## config.mk

```make
export PLATFORM = sky130hd
export DESIGN_NAME = lec_ctrl
export DESIGN_NICKNAME = d
export VERILOG_FILES = /design/src/hdl/lec_fifo.v /design/src/hdl/lec_ctrl.v
export VERILOG_INCLUDE_DIRS = /design/src /design/src/common
export SDC_FILE = /design/constraint.sdc
export NUM_CORES = 1
export LEC_CHECK = 0
export BUFFER_PORTS_ARGS = -buffer_cell sky130_fd_sc_hd__buf_2
export CAP_MARGIN = 20
export CORE_MARGIN = 2
export CORE_UTILIZATION = 45
export DETAILED_ROUTE_END_ITERATION = 10
export MAX_ROUTING_LAYER = met4
export PLACE_DENSITY_LB_ADDON = 0.05
export SYNTH_ARGS = -nofsm -noshare
export SYNTH_HDL_FRONTEND = slang
export SYNTH_HIERARCHICAL = 1
export SYNTH_SLANG_ARGS = --single-unit
```

## constraint.sdc

```tcl
create_clock -name clk -period 3.8 [get_ports clk]
set_input_delay 0.76 -clock clk [delete_from_list [all_inputs] [get_ports clk]]
set_output_delay 0.76 -clock clk [all_outputs]
set_load 0.01 [all_outputs]
```

## src/common/lec_defs.vh

```
/*
 * Constants for the link enhancement control block: register offsets,
 * field positions, reset values and threshold encodings.
 * Assumes inclusion by bare name from the design files.
 */
`ifndef LEC_DEFS_VH
`define LEC_DEFS_VH

// ------------------------------------------------------------
// Register offsets (byte addresses)
// ------------------------------------------------------------
`define LEC_OFF_VID_SET 12'ha80
`define LEC_OFF_VID_CLR 12'ha84
`define LEC_OFF_LNK_SET 12'ha88
`define LEC_OFF_LNK_CLR 12'ha8c

// ------------------------------------------------------------
// Video enhancement field positions and writable mask
// ------------------------------------------------------------
`define LEC_VID_STRIP0 0
`define LEC_VID_SYNC0 1
`define LEC_VID_STRIP1 4
`define LEC_VID_SYNC1 5
`define LEC_VID_MASK 32'h00000033
`define LEC_VID_RESET 32'h00000000

// ------------------------------------------------------------
// Link enhancement field positions, mask and reset
// ------------------------------------------------------------
`define LEC_LNK_PIPE_DIS 15
`define LEC_LNK_RSVD14 14
`define LEC_LNK_THR_HI 13
`define LEC_LNK_THR_LO 12
`define LEC_LNK_MASK 32'h0000f000
`define LEC_LNK_RESET 32'h00001000

// ------------------------------------------------------------
// Threshold encodings and byte counts
// ------------------------------------------------------------
`define LEC_THR_2K 2'h0
`define LEC_THR_1K7 2'h1
`define LEC_THR_1K 2'h2
`define LEC_THR_512 2'h3
`define LEC_BYTES_2K 12'h800
`define LEC_BYTES_1K7 12'h6cc
`define LEC_BYTES_1K 12'h400
`define LEC_BYTES_512 12'h200
`define LEC_QUAD_BYTES 12'h004

// ------------------------------------------------------------
// Receive framing and transmit FIFO size
// ------------------------------------------------------------
`define LEC_STRIP_QUADS 2'h2
`define LEC_FRAME_QUAD 2'h2
`define LEC_FRAME_B0 8'h1f
`define LEC_FRAME_B1_LO 4'h7
`define LEC_BRANCH_SYNC 2'h1
`define LEC_FIFO_DEPTH 16
`define LEC_FIFO_AW 4

`endif

```

## src/hdl/lec_fifo.v

```verilog
/*
 * Synchronous flip-flop FIFO with valid/ready on both sides.
 * Assumes one clock, active-low async reset and a clock enable.
 */
`timescale 1ns/100ps
module lec_fifo #(
    parameter WIDTH = 33,
    parameter DEPTH = 16,
    parameter AW = 4
)(
    input wire clk,
    input wire resetn,
    input wire ce,
    input wire [WIDTH-1:0] in_data,
    input wire in_valid,
    output wire in_ready,
    output wire [WIDTH-1:0] out_data,
    output wire out_valid,
    input wire out_ready,
    output wire [AW:0] level
);
    reg [WIDTH-1:0] mem [0:DEPTH-1];
    reg [AW-1:0] wr_ptr;
    reg [AW-1:0] rd_ptr;
    reg [AW:0] count;
    wire push;
    wire pop;
    assign in_ready = (count != DEPTH[AW:0]);
    assign out_valid = (count != {(AW+1){1'b0}});
    assign out_data = mem[rd_ptr];
    assign push = in_valid && in_ready;
    assign pop = out_valid && out_ready;
    assign level = count;
    always @(posedge clk)
    begin
        if (ce && push)
            mem[wr_ptr] <= in_data;
    end
    always @(posedge clk or negedge resetn)
    begin
        if (!resetn)
        begin
            wr_ptr <= {AW{1'b0}};
            rd_ptr <= {AW{1'b0}};
            count <= {(AW+1){1'b0}};
        end
        else if (ce)
        begin
            if (push)
                wr_ptr <= wr_ptr + 1'b1;
            if (pop)
                rd_ptr <= rd_ptr + 1'b1;
            if (push && !pop)
                count <= count + 1'b1;
            else if (pop && !push)
                count <= count - 1'b1;
        end
    end
endmodule

```

## src/hdl/lec_ctrl.v

```verilog
/*
 * Link enhancement control: set/clear register ports, receive strip and
 * video frame sync for contexts 0/1, async transmit threshold gating
 * through a 16-word FIFO with store-and-forward retry fallback.
 * Assumes a simple synchronous register port and quadlet streams.
 */
// Functional notes
// - Ctx0 strips two quadlets unless header kept
// - Ctx1 strips two quadlets unless header kept
// - Ctx0 sync waits frame start, jumps misplaced
// - Video register bits 3:2 read zero
// - Link register reached via set/clear ports
// - EEPROM loads chosen bits when present
// - Bit 15 disables async pipelining, resets 0
// - Threshold field selects 2K/1.7K/1K/512
// - After underrun retry uses store-and-forward
// - Start at threshold or whole packet
// - Underrun errors packet, retry holds whole
// - Link register bits 31:16 read zero
// - Frame start is 1fx7 at third quadlet
// - Zero retry register forces store-and-forward
`timescale 1ns/100ps
`include "lec_defs.vh"
module lec_ctrl #(
    parameter FIFO_DEPTH = `LEC_FIFO_DEPTH,
    parameter FIFO_AW = `LEC_FIFO_AW
)(
    input wire clk,
    input wire resetn,
    input wire ce,
    input wire reg_wr,
    input wire reg_rd,
    input wire [11:0] reg_addr,
    input wire [31:0] reg_wdata,
    output reg [31:0] reg_rdata,
    input wire eeprom_valid,
    input wire [31:0] eeprom_data,
    input wire [1:0] keep_packet_header,
    input wire [1:0] rx_start,
    input wire [1:0] rx_valid,
    input wire [63:0] rx_quad,
    input wire [1:0] rx_last,
    input wire [3:0] rx_branch,
    output reg [1:0] rx_out_valid,
    output reg [63:0] rx_out_quad,
    output reg [1:0] frame_jump_pointer,
    input wire [3:0] async_retry_limit,
    input wire tx_in_valid,
    input wire [31:0] tx_in_data,
    input wire tx_in_last,
    output reg tx_in_ready,
    input wire tx_link_ready,
    output reg tx_out_valid,
    output reg [31:0] tx_out_data,
    output reg tx_out_last,
    output reg tx_underrun,
    output reg tx_retry_saf,
    output reg async_tx_pipe_disable
);
    // ------------------------------------------------------------
    // Helpers
    // ------------------------------------------------------------
    function [11:0] thr_bytes;
        input [1:0] sel;
        begin
            case (sel)
                `LEC_THR_1K7: thr_bytes = `LEC_BYTES_1K7;
                `LEC_THR_1K: thr_bytes = `LEC_BYTES_1K;
                `LEC_THR_512: thr_bytes = `LEC_BYTES_512;
                default: thr_bytes = `LEC_BYTES_2K;
            endcase
        end
    endfunction

    function [31:0] set_clr;
        input [31:0] cur;
        input [31:0] wd;
        input [31:0] mask;
        input is_set;
        begin
            if (is_set)
                set_clr = (cur | wd) & mask;
            else
                set_clr = cur & ~wd & mask;
        end
    endfunction

    // ------------------------------------------------------------
    // Registers
    // ------------------------------------------------------------
    reg [31:0] vid_reg;
    reg [31:0] lnk_reg;
    reg eeprom_done;
    wire [1:0] thr_sel;
    assign thr_sel = lnk_reg[`LEC_LNK_THR_HI:`LEC_LNK_THR_LO];

    always @(posedge clk or negedge resetn)
    begin
        if (!resetn)
        begin
            vid_reg <= `LEC_VID_RESET;
            lnk_reg <= `LEC_LNK_RESET;
            eeprom_done <= 1'b0;
            reg_rdata <= 32'h00000000;
            async_tx_pipe_disable <= 1'b0;
        end
        else if (ce)
        begin
            // EEPROM image taken once; software writes override later
            if (eeprom_valid && !eeprom_done)
            begin
                lnk_reg <= eeprom_data & `LEC_LNK_MASK;
                eeprom_done <= 1'b1;
            end
            else if (reg_wr)
            begin
                if (reg_addr == `LEC_OFF_LNK_SET)
                    lnk_reg <= set_clr(lnk_reg, reg_wdata,
                        `LEC_LNK_MASK, 1'b1);
                else if (reg_addr == `LEC_OFF_LNK_CLR)
                    lnk_reg <= set_clr(lnk_reg, reg_wdata,
                        `LEC_LNK_MASK, 1'b0);
                else if (reg_addr == `LEC_OFF_VID_SET)
                    vid_reg <= set_clr(vid_reg, reg_wdata,
                        `LEC_VID_MASK, 1'b1);
                else if (reg_addr == `LEC_OFF_VID_CLR)
                    vid_reg <= set_clr(vid_reg, reg_wdata,
                        `LEC_VID_MASK, 1'b0);
            end
            if (reg_rd)
            begin
                if (reg_addr == `LEC_OFF_LNK_SET ||
                    reg_addr == `LEC_OFF_LNK_CLR)
                    reg_rdata <= lnk_reg & `LEC_LNK_MASK;
                else if (reg_addr == `LEC_OFF_VID_SET ||
                    reg_addr == `LEC_OFF_VID_CLR)
                    reg_rdata <= vid_reg & `LEC_VID_MASK;
                else
                    reg_rdata <= 32'h00000000;
            end
            async_tx_pipe_disable <= lnk_reg[`LEC_LNK_PIPE_DIS];
        end
    end

    // ------------------------------------------------------------
    // Receive contexts: strip and frame sync
    // ------------------------------------------------------------
    reg [1:0] quad_idx [0:1];
    reg [1:0] waiting;
    genvar g;
    generate
        for (g = 0; g < 2; g = g + 1)
        begin : rx_ctx
            wire strip_en;
            wire sync_en;
            wire [31:0] q;
            wire is_frame;
            assign strip_en = vid_reg[4*g] && !keep_packet_header[g];
            assign sync_en = strip_en && vid_reg[4*g+1] &&
                (rx_branch[2*g+1:2*g] == `LEC_BRANCH_SYNC);
            assign q = rx_quad[32*g+31:32*g];
            // Frame tag: first byte 1f, low nibble of second byte 7
            assign is_frame = (quad_idx[g] == `LEC_FRAME_QUAD) &&
                (q[31:24] == `LEC_FRAME_B0) &&
                (q[19:16] == `LEC_FRAME_B1_LO);
            always @(posedge clk or negedge resetn)
            begin
                if (!resetn)
                begin
                    quad_idx[g] <= 2'h0;
                    waiting[g] <= 1'b1;
                    rx_out_valid[g] <= 1'b0;
                    rx_out_quad[32*g+31:32*g] <= 32'h00000000;
                    frame_jump_pointer[g] <= 1'b0;
                end
                else if (ce)
                begin
                    rx_out_valid[g] <= 1'b0;
                    frame_jump_pointer[g] <= 1'b0;
                    if (rx_valid[g])
                    begin
                        if (rx_last[g])
                            quad_idx[g] <= 2'h0;
                        else if (rx_start[g])
                            quad_idx[g] <= 2'h1;
                        else if (quad_idx[g] != 2'h3)
                            quad_idx[g] <= quad_idx[g] + 2'h1;
                        // Stay in sync: the misplaced tag opens a frame
                        if (sync_en && is_frame && !waiting[g] &&
                            !rx_start[g])
                            frame_jump_pointer[g] <= 1'b1;
                        else if (sync_en && is_frame)
                            waiting[g] <= 1'b0;
                        // Strip quads 0 and 1 of each packet
                        if (!(strip_en && quad_idx[g] <
                            `LEC_STRIP_QUADS && !rx_start[g]) &&
                            !(strip_en && rx_start[g]) &&
                            !(sync_en && waiting[g] && !is_frame))
                        begin
                            rx_out_valid[g] <= 1'b1;
                            rx_out_quad[32*g+31:32*g] <= q;
                        end
                    end
                end
            end
        end
    endgenerate

    // ------------------------------------------------------------
    // Async transmit: threshold gating over the FIFO
    // ------------------------------------------------------------
    wire [32:0] fo_data;
    wire fo_valid;
    wire fi_ready;
    reg [11:0] buffered;
    reg have_last;
    reg sending;
    reg saf_mode;
    wire fo_ready;
    wire [11:0] thr_now;
    wire start_ok;
    assign thr_now = (saf_mode || async_retry_limit == 4'h0) ?
        `LEC_BYTES_2K : thr_bytes(thr_sel);
    // A 16-word FIFO holds far less than any threshold, so full counts
    // as reached; store-and-forward of a longer packet stalls
    assign start_ok = have_last || (!saf_mode &&
        async_retry_limit != 4'h0 && thr_sel != `LEC_THR_2K &&
        (buffered >= thr_now || !fi_ready));
    assign fo_ready = sending && tx_link_ready;

    lec_fifo #(
        .WIDTH(33),
        .DEPTH(FIFO_DEPTH),
        .AW(FIFO_AW)
    ) i_lec_fifo (
        .clk(clk),
        .resetn(resetn),
        .ce(ce),
        .in_data({tx_in_last, tx_in_data}),
        .in_valid(tx_in_valid),
        .in_ready(fi_ready),
        .out_data(fo_data),
        .out_valid(fo_valid),
        .out_ready(fo_ready),
        .level()
    );

    always @(posedge clk or negedge resetn)
    begin
        if (!resetn)
        begin
            buffered <= 12'h000;
            have_last <= 1'b0;
            sending <= 1'b0;
            saf_mode <= 1'b0;
            tx_in_ready <= 1'b0;
            tx_out_valid <= 1'b0;
            tx_out_data <= 32'h00000000;
            tx_out_last <= 1'b0;
            tx_underrun <= 1'b0;
            tx_retry_saf <= 1'b0;
        end
        else if (ce)
        begin
            tx_in_ready <= fi_ready;
            tx_out_valid <= fo_valid && fo_ready;
            tx_out_data <= fo_data[31:0];
            tx_out_last <= fo_valid && fo_ready && fo_data[32];
            tx_underrun <= 1'b0;
            tx_retry_saf <= saf_mode;
            if (tx_in_valid && fi_ready)
            begin
                if (buffered != `LEC_BYTES_2K)
                    buffered <= buffered + `LEC_QUAD_BYTES;
                if (tx_in_last)
                    have_last <= 1'b1;
            end
            if (!sending && start_ok && fo_valid)
                sending <= 1'b1;
            if (fo_valid && fo_ready && fo_data[32])
            begin
                // The next packet may push in this very cycle; keep it
                sending <= 1'b0;
                have_last <= tx_in_valid && fi_ready && tx_in_last;
                buffered <= (tx_in_valid && fi_ready) ?
                    `LEC_QUAD_BYTES : 12'h000;
                saf_mode <= 1'b0;
            end
            else if (sending && !fo_valid && !have_last)
            begin
                // FIFO ran dry mid packet: errored, retry whole
                tx_underrun <= 1'b1;
                sending <= 1'b0;
                saf_mode <= 1'b1;
            end
        end
    end
endmodule

```

# Yosys cells after proc, flatten, opt, wreduce, memory -nomap -nowiden

Memories as Yosys holds them, arrays and structs flattened.
Cells that the tools add are included.

Flip-flop bits (word level): 195
RAM bits: 528
Bits of input ports: 197
Memories: 1

Add/sub/neg operators: 7
$lt $le $gt $ge: 3
Equal/unequal tests: 19
Multiplexer cells: 42
Bitwise gates (word level): 10
Reduce and logical (&&, ||, !) cells: 105

Memory list:

| memory         | words | width | rd ports | clocked after memory_dff | write ports | line          | source |
|---|---|---|---|---|---|---|---|
| i_lec_fifo.mem | 16    | 33    | 1        | 0                        | 1           | lec_fifo.v:22 | `reg [WIDTH-1:0] mem [0:DEPTH-1];` |

Operators with widths:

| operator                                      | count |
|---|---|
| 2-to-1 mux 16 bit                             | 5 |
| == test 12 bit, second input constant         | 4 |
| 2-to-1 mux 12 bit                             | 4 |
| logical AND 1 bit                             | 46 |
| one-hot mux 12 bit (3 select lines)           | 1 |
| logical NOT 1 bit                             | 22 |
| AND reduction 3 bit                           | 7 |
| 2-to-1 mux 1 bit                              | 20 |
| 2-to-1 mux 6 bit                              | 3 |
| bitwise AND 16 bit                            | 1 |
| == test 8 x 5 -> 1 bit, second input constant | 2 |
| NOT 16 bit                                    | 1 |
| bitwise OR 16 bit                             | 1 |
| nonzero test 2 bit                            | 8 |
| AND reduction 2 bit                           | 7 |
| adder 12 x 3 -> 12 bit, second input constant | 1 |
| greater-or-equal comparator 12 bit            | 1 |
| 2-to-1 mux 2 bit                              | 6 |
| != test 12 bit, second input constant         | 1 |
| nonzero test 3 bit                            | 4 |
| 2-to-1 mux 5 bit                              | 2 |
| adder 4 x 1 -> 4 bit, second input constant   | 2 |
| == test 2 bit, second input constant          | 4 |
| == test 4 x 3 -> 1 bit, second input constant | 2 |
| other kinds (17)                              | 31 |

# Logic depth before layout (Yosys ltp)

Depth after elaboration: 12
Gate-level depth with buffers: 11
Depth with buffers taken out: 10

# Hierarchy

Netlist, hierarchy kept.

Modules (own cells, without submodules):

| module   | instances | cells an instance | area an instance (um^2) | seq. area each (um^2) |
|---|---|---|---|---|
| lec_fifo | 1         | 905               | 20599.8                 | 16180.5 |
| lec_ctrl | 1         | 504               | 6662.6                  | 3557.2 |

# Worst setup path before layout

No wires, ideal clock.

Path type: input port to flip-flop
Start: in tx_in_valid
End: mem i_lec_fifo.mem[3][0] (enable)
Arrival time: 3.513 ns
Setup slack: -0.177 ns
Cell stages on the path: 3
Buffers on the path: 0
Path through: a21boi_2 nand3_1 nor3_1

Longest elaborated chain between the ends: 4

Ends and longest elaborated chain:

| item                                   | line          | source |
|---|---|---|
| from (decl)                            | lec_ctrl.v:48 | `input wire tx_in_valid,` |
| logical AND 1 bit                      | lec_fifo.v:31 | `assign push = in_valid && in_ready;` |
| logical AND 1 bit                      | lec_fifo.v:36 | `if (ce && push)` |
| 2-to-1 mux 1 bit                       | lec_fifo.v:36 |  |
| 2-to-1 mux 1 bit (not written as such) | lec_fifo.v:37 | `mem[wr_ptr] <= in_data;` |
| to (decl)                              | lec_fifo.v:22 |  |

No other way between the ends.

# Worst setup path after layout

Start: reg i_lec_fifo.count[0] (netlist: i_lec_fifo/level[0])
End: reg i_lec_fifo.count[4] (netlist: i_lec_fifo/level[4])

Longest elaborated chain between the ends: 6
Elaborated cells between the ends (all ways): 14
Those cells by class: add/sub: 2; eq/ne: 1; mux: 2; reduce/logical: 9

Ends and longest elaborated chain:

| item                                 | line           | source |
|---|---|---|
| from (decl)                          | lec_fifo.v:25  | `reg [AW:0] count;` |
| from (signal assigned)               | lec_fifo.v:45  | `count <= {(AW+1){1'b0}};` |
| from (signal assigned)               | lec_fifo.v:54  | `count <= count + 1'b1;` |
| from (signal assigned)               | lec_fifo.v:56  | `count <= count - 1'b1;` |
| nonzero test 5 bit (*)               | lec_fifo.v:29  | `assign out_valid = (count != {(AW+1){1'b0}});` |
| via fo_valid                         | lec_ctrl.v:213 | `wire fo_valid;` |
| logical AND 1 bit (*)                | lec_fifo.v:32  | `assign pop = out_valid && out_ready;` |
| logical NOT 1 bit                    | lec_fifo.v:53  | `if (push && !pop)` |
| logical AND 1 bit                    | lec_fifo.v:53  |  |
| nonzero test 2 bit (no source line)  | n/a            |  |
| AND reduction 2 bit (no source line) | n/a            |  |

Mark *: on every way through the listed nets, which the timed path passes. The rest lies on a longest branch. The select of a mux whose other input is x is not followed.
A chain may end at the register's enable or synchronous reset.

==> results.cfg <==
[clock_tree]
clk_latency_ns = 0.61
cts_inserted_buffers = 75
ctsHoldBuffers = 0
cts_tree = done
cts_setup_buffers = 0
clockBufferDepth = 3
cts.clk_slew.worst_paths_ns = 0.06
clock-sinks = 683
cts-root-buf = clkbuf_16
ctsResizeCount = 0
h-tree-depth = 3

[critical_path]
crit_buf_inv = 1
crit_path_start_kind = flop
end_kind = flop
crit_required_ns = 4.27
arrival_ns = 3.38
rr_worst_depth = 9
critical-path-top-delay-family = compound AO/OA/AOI/OAI gates
cp_slowest_stage_delay_ns = 0.46
critPathSlowestCell = dfrtp_1
path_cells = nor4_2, nand2b_1, nand2_1, ha_1, inv_1, fa_1, a21o_1, a2111oi_0, o31ai_1
cp_max_fo = 7
critical_path_class = flop to flop
critical_path_depth = 9

[timing]
period_share_pct = 76.46
maxSlewViolCount = 0
min_period_ns = 2.906
relSlewSlack_pct = 41.49
hold_viol = 0
fin_setup_tns_ns = 0
rsz0062_at_grt = no
clock-skew-final_ns = 0.01727
worst_pin_slew_ns = 0.8776
finalSetupViolCount = 0
fmax_mhz = 344.2

[cells_and_area]
largest-register = i_lec_fifo/mem
layout-drive-gt1-share_pct = 37.77
fin_nets = 1948
largest_reg_flops = 528
reg_top3 = i_lec_fifo/mem: 528 flops, rx_out_quad: 64 flops, tx_out_data: 32 flops
synthToLayoutAreaGrowth_pct = 17.45
regArea_um2 = 19750
fill_cells = 4864
multiInputGateArea_um2 = 7042
fin_area_um2 = 32020

[outcome]
outcome = finished, final reports clean

[power]
intPower_uw = 15590
power_density_nw_per_um2 = 681.3
cellLeakagePower_uw = 0.01198
ir_drop_mv = 0.5712
pwr-share-seq_pct = 43.0
sw_frac_of_total_pct = 28.53
p_sw_uw = 6224
p_clk_share_pct = 32.2
p_comb_share_pct = 24.8

[detailed_routing]
route.detailed.drc = 0
dr.pass1.iters = 5
postRouteAntennaNets = 0
avgViaCountPerCell = 5.479
wl_per_cell_um = 24.20
vias = 14065
wl_um = 62130
drtIter0Drc = 987

[logic_synthesis]
synth-edff-count = 528
syn_area_um2 = 27260
synth-seq-area-share_pct = 72.40
async_flop_share_pct = 22.69
yosys.cell_types.count = 61
yosysWarningCount = 6
synth.area.top_cells = edfxtp_1 58%, dfrtp_1 14%, mux4_2 11%
synth-seq-cells = 683
ys.flop_type = edfxtp_1
synth_top_area_share_pct = 58.16
yosys.area.top_type = edfxtp_1
synth_area_per_cell_um2 = 19.35
syn_inst = 1409

[grt]
grt_use_total_pct = 20.62
grt_pass1_vias = 14608
grt_max_degree = 82
grt_pass1_wl_um = 92920
grt_antenna_before_repair = 3
overflow = 0

[worst_hold_path]
hold_class = primary input to asynchronous set/reset pin

[die]
die_h_um = 250.1
dieArea_um2 = 62570
num_rows = 90
die_w_um = 250.1
initial_utilization_pct = 45.34
design.core.area_um2 = 60130
pin_count = 335

[place]
post-dp-hpwl_um = 35440
dpl_cell_area_um2 = 29620
gp_congestion = 0.7478
io_buffers = 258

[run]
cap_violations = 0
## per-layer routing
| layer | vias to the layer above | track usage, % | routed length, µm |
|---|---|---|---|
| li1 | 6222 | - | - |
| met2 | 402 | 33.30 | 30690 |
| met1 | 7355 | 27.37 | 26830 |
| met3 | 86 | 3.710 | 3521 |
| met5 | - | - | 0 |
| met4 | 0 | 5.064 | 1088 |
## power by group through the flow
stage | Clock (µW) | Combinational, µW | Sequential (µW)
final | 7020 | 5400 | 9390
after floorplan | 0 | 3780 | 9440
after CTS | 7220 | 5540 | 9400
after global placement | 0 | 5510 | 9520
after detailed placement | 0 | 5520 | 9560
after global routing | 7500 | 5900 | 9490
## path summary, 6_finish.rpt
check,start,end,slack [ns]
min in group clk,rx_last[0],quad_idx[3]$_DFFE_PN0P_,0.36
min reg2reg,eeprom_done$_DFFE_PN0P_,eeprom_done$_DFFE_PN0P_,0.47
min,resetn,rx_out_quad[24]$_DFFE_PN0P_,0.24
max in group asynchronous,resetn,rx_out_quad[15]$_DFFE_PN0P_,2.70
max reg2reg,i_lec_fifo/level[0]$_DFFE_PN0P_,i_lec_fifo/level[4]$_DFFE_PN0P_,0.89
max,i_lec_fifo/level[0]$_DFFE_PN0P_,i_lec_fifo/level[4]$_DFFE_PN0P_,0.89
## Yosys cell counts, types with 8 or more instances
cell	count
a21oi_1	11
a22o_1	9
a22oi_1	67
and3_1	9
buf_2	14
buf_4	25
buf_6	10
clkbuf_1	31
dfrtp_1	152
edfxtp_1	528
ha_1	27
inv_1	28
mux2_2	41
mux2_4	58
mux4_2	132
nand2_1	73
nand2b_1	8
nand3_1	12
nor2_1	33
nor3_1	17
o21ai_0	14
xor2_1	10
## placed cells by master, fill, tap and decap left out, drive strengths merged, types with 18 or more instances in the layout
master	netlist	routed
edfxtp	528	528
buf	60	305
dfrtp	152	152
mux4	132	132
clkbuf	31	104
mux2	102	102
nand2	73	73
a22oi	67	67
nor2	33	33
inv	28	31
ha	27	27
clkinv	0	26
conb	1	24
nor3	18	18
## logic make-up (layout without fill, tap and decap cells)
logic type | after synthesis | in the layout | share of synthesized area, %
muxes | 239 | 239 | 16.10
other | 1 | 27 | 0.01376
DFF | 683 | 683 | 72.40
adders and majority gates | 28 | 28 | 1.313
AOI/OAI and AO/OA | 136 | 136 | 3.662
and+or+nand+nor | 186 | 186 | 3.286
buffers and inverters | 119 | 469 | 2.680
xor gates and xnor gates | 17 | 17 | 0.5461
## per-stage QoR
| step | hold slack, ns | utilization (%) | power, µW | instances | worst slack [ns] |
|---|---|---|---|---|---|
| final | 0.2443 | 53.25 | 21820 | 2567 | 0.8945 |
| after global routing | 0.2993 | 53.25 | 22890 | 2567 | 0.6578 |
| after CTS | 0.2574 | 53.24 | 22170 | 2564 | 0.9072 |
| after detailed placement | 0.4604 | 49.26 | 15080 | 2428 | 0.6835 |
| after global placement | 0.4379 | 49.26 | 15030 | 2428 | 0.6931 |
| after floorplan | 0.4284 | - | 13230 | 1432 | 0.7025 |
## worst reg2reg max path: stages (launching register included)
cell	delay [ns]
dfrtp_1	0.46
nor4_2	0.40
nand2b_1	0.23
nand2_1	0.12
ha_1	0.22
inv_1	0.14
fa_1	0.42
a21o_1	0.20
a2111oi_0	0.43
o31ai_1	0.14
## final cells by class
cell class / count / share of cell area, %
Timing Repair Buffer: 305 / 5.474
Tap cell: 782 / 3.056
Inverter: 28 / 0.3282
Clock buffer: 104 / 6.682
Sequential cell: 683 / 61.66
Multi-Input combinational cell: 630 / 21.99
Clock inverter: 32 / 0.7815
Antenna cell: 3 / 0.02344
No activity file was read; power rests on OpenSTA's default activity.
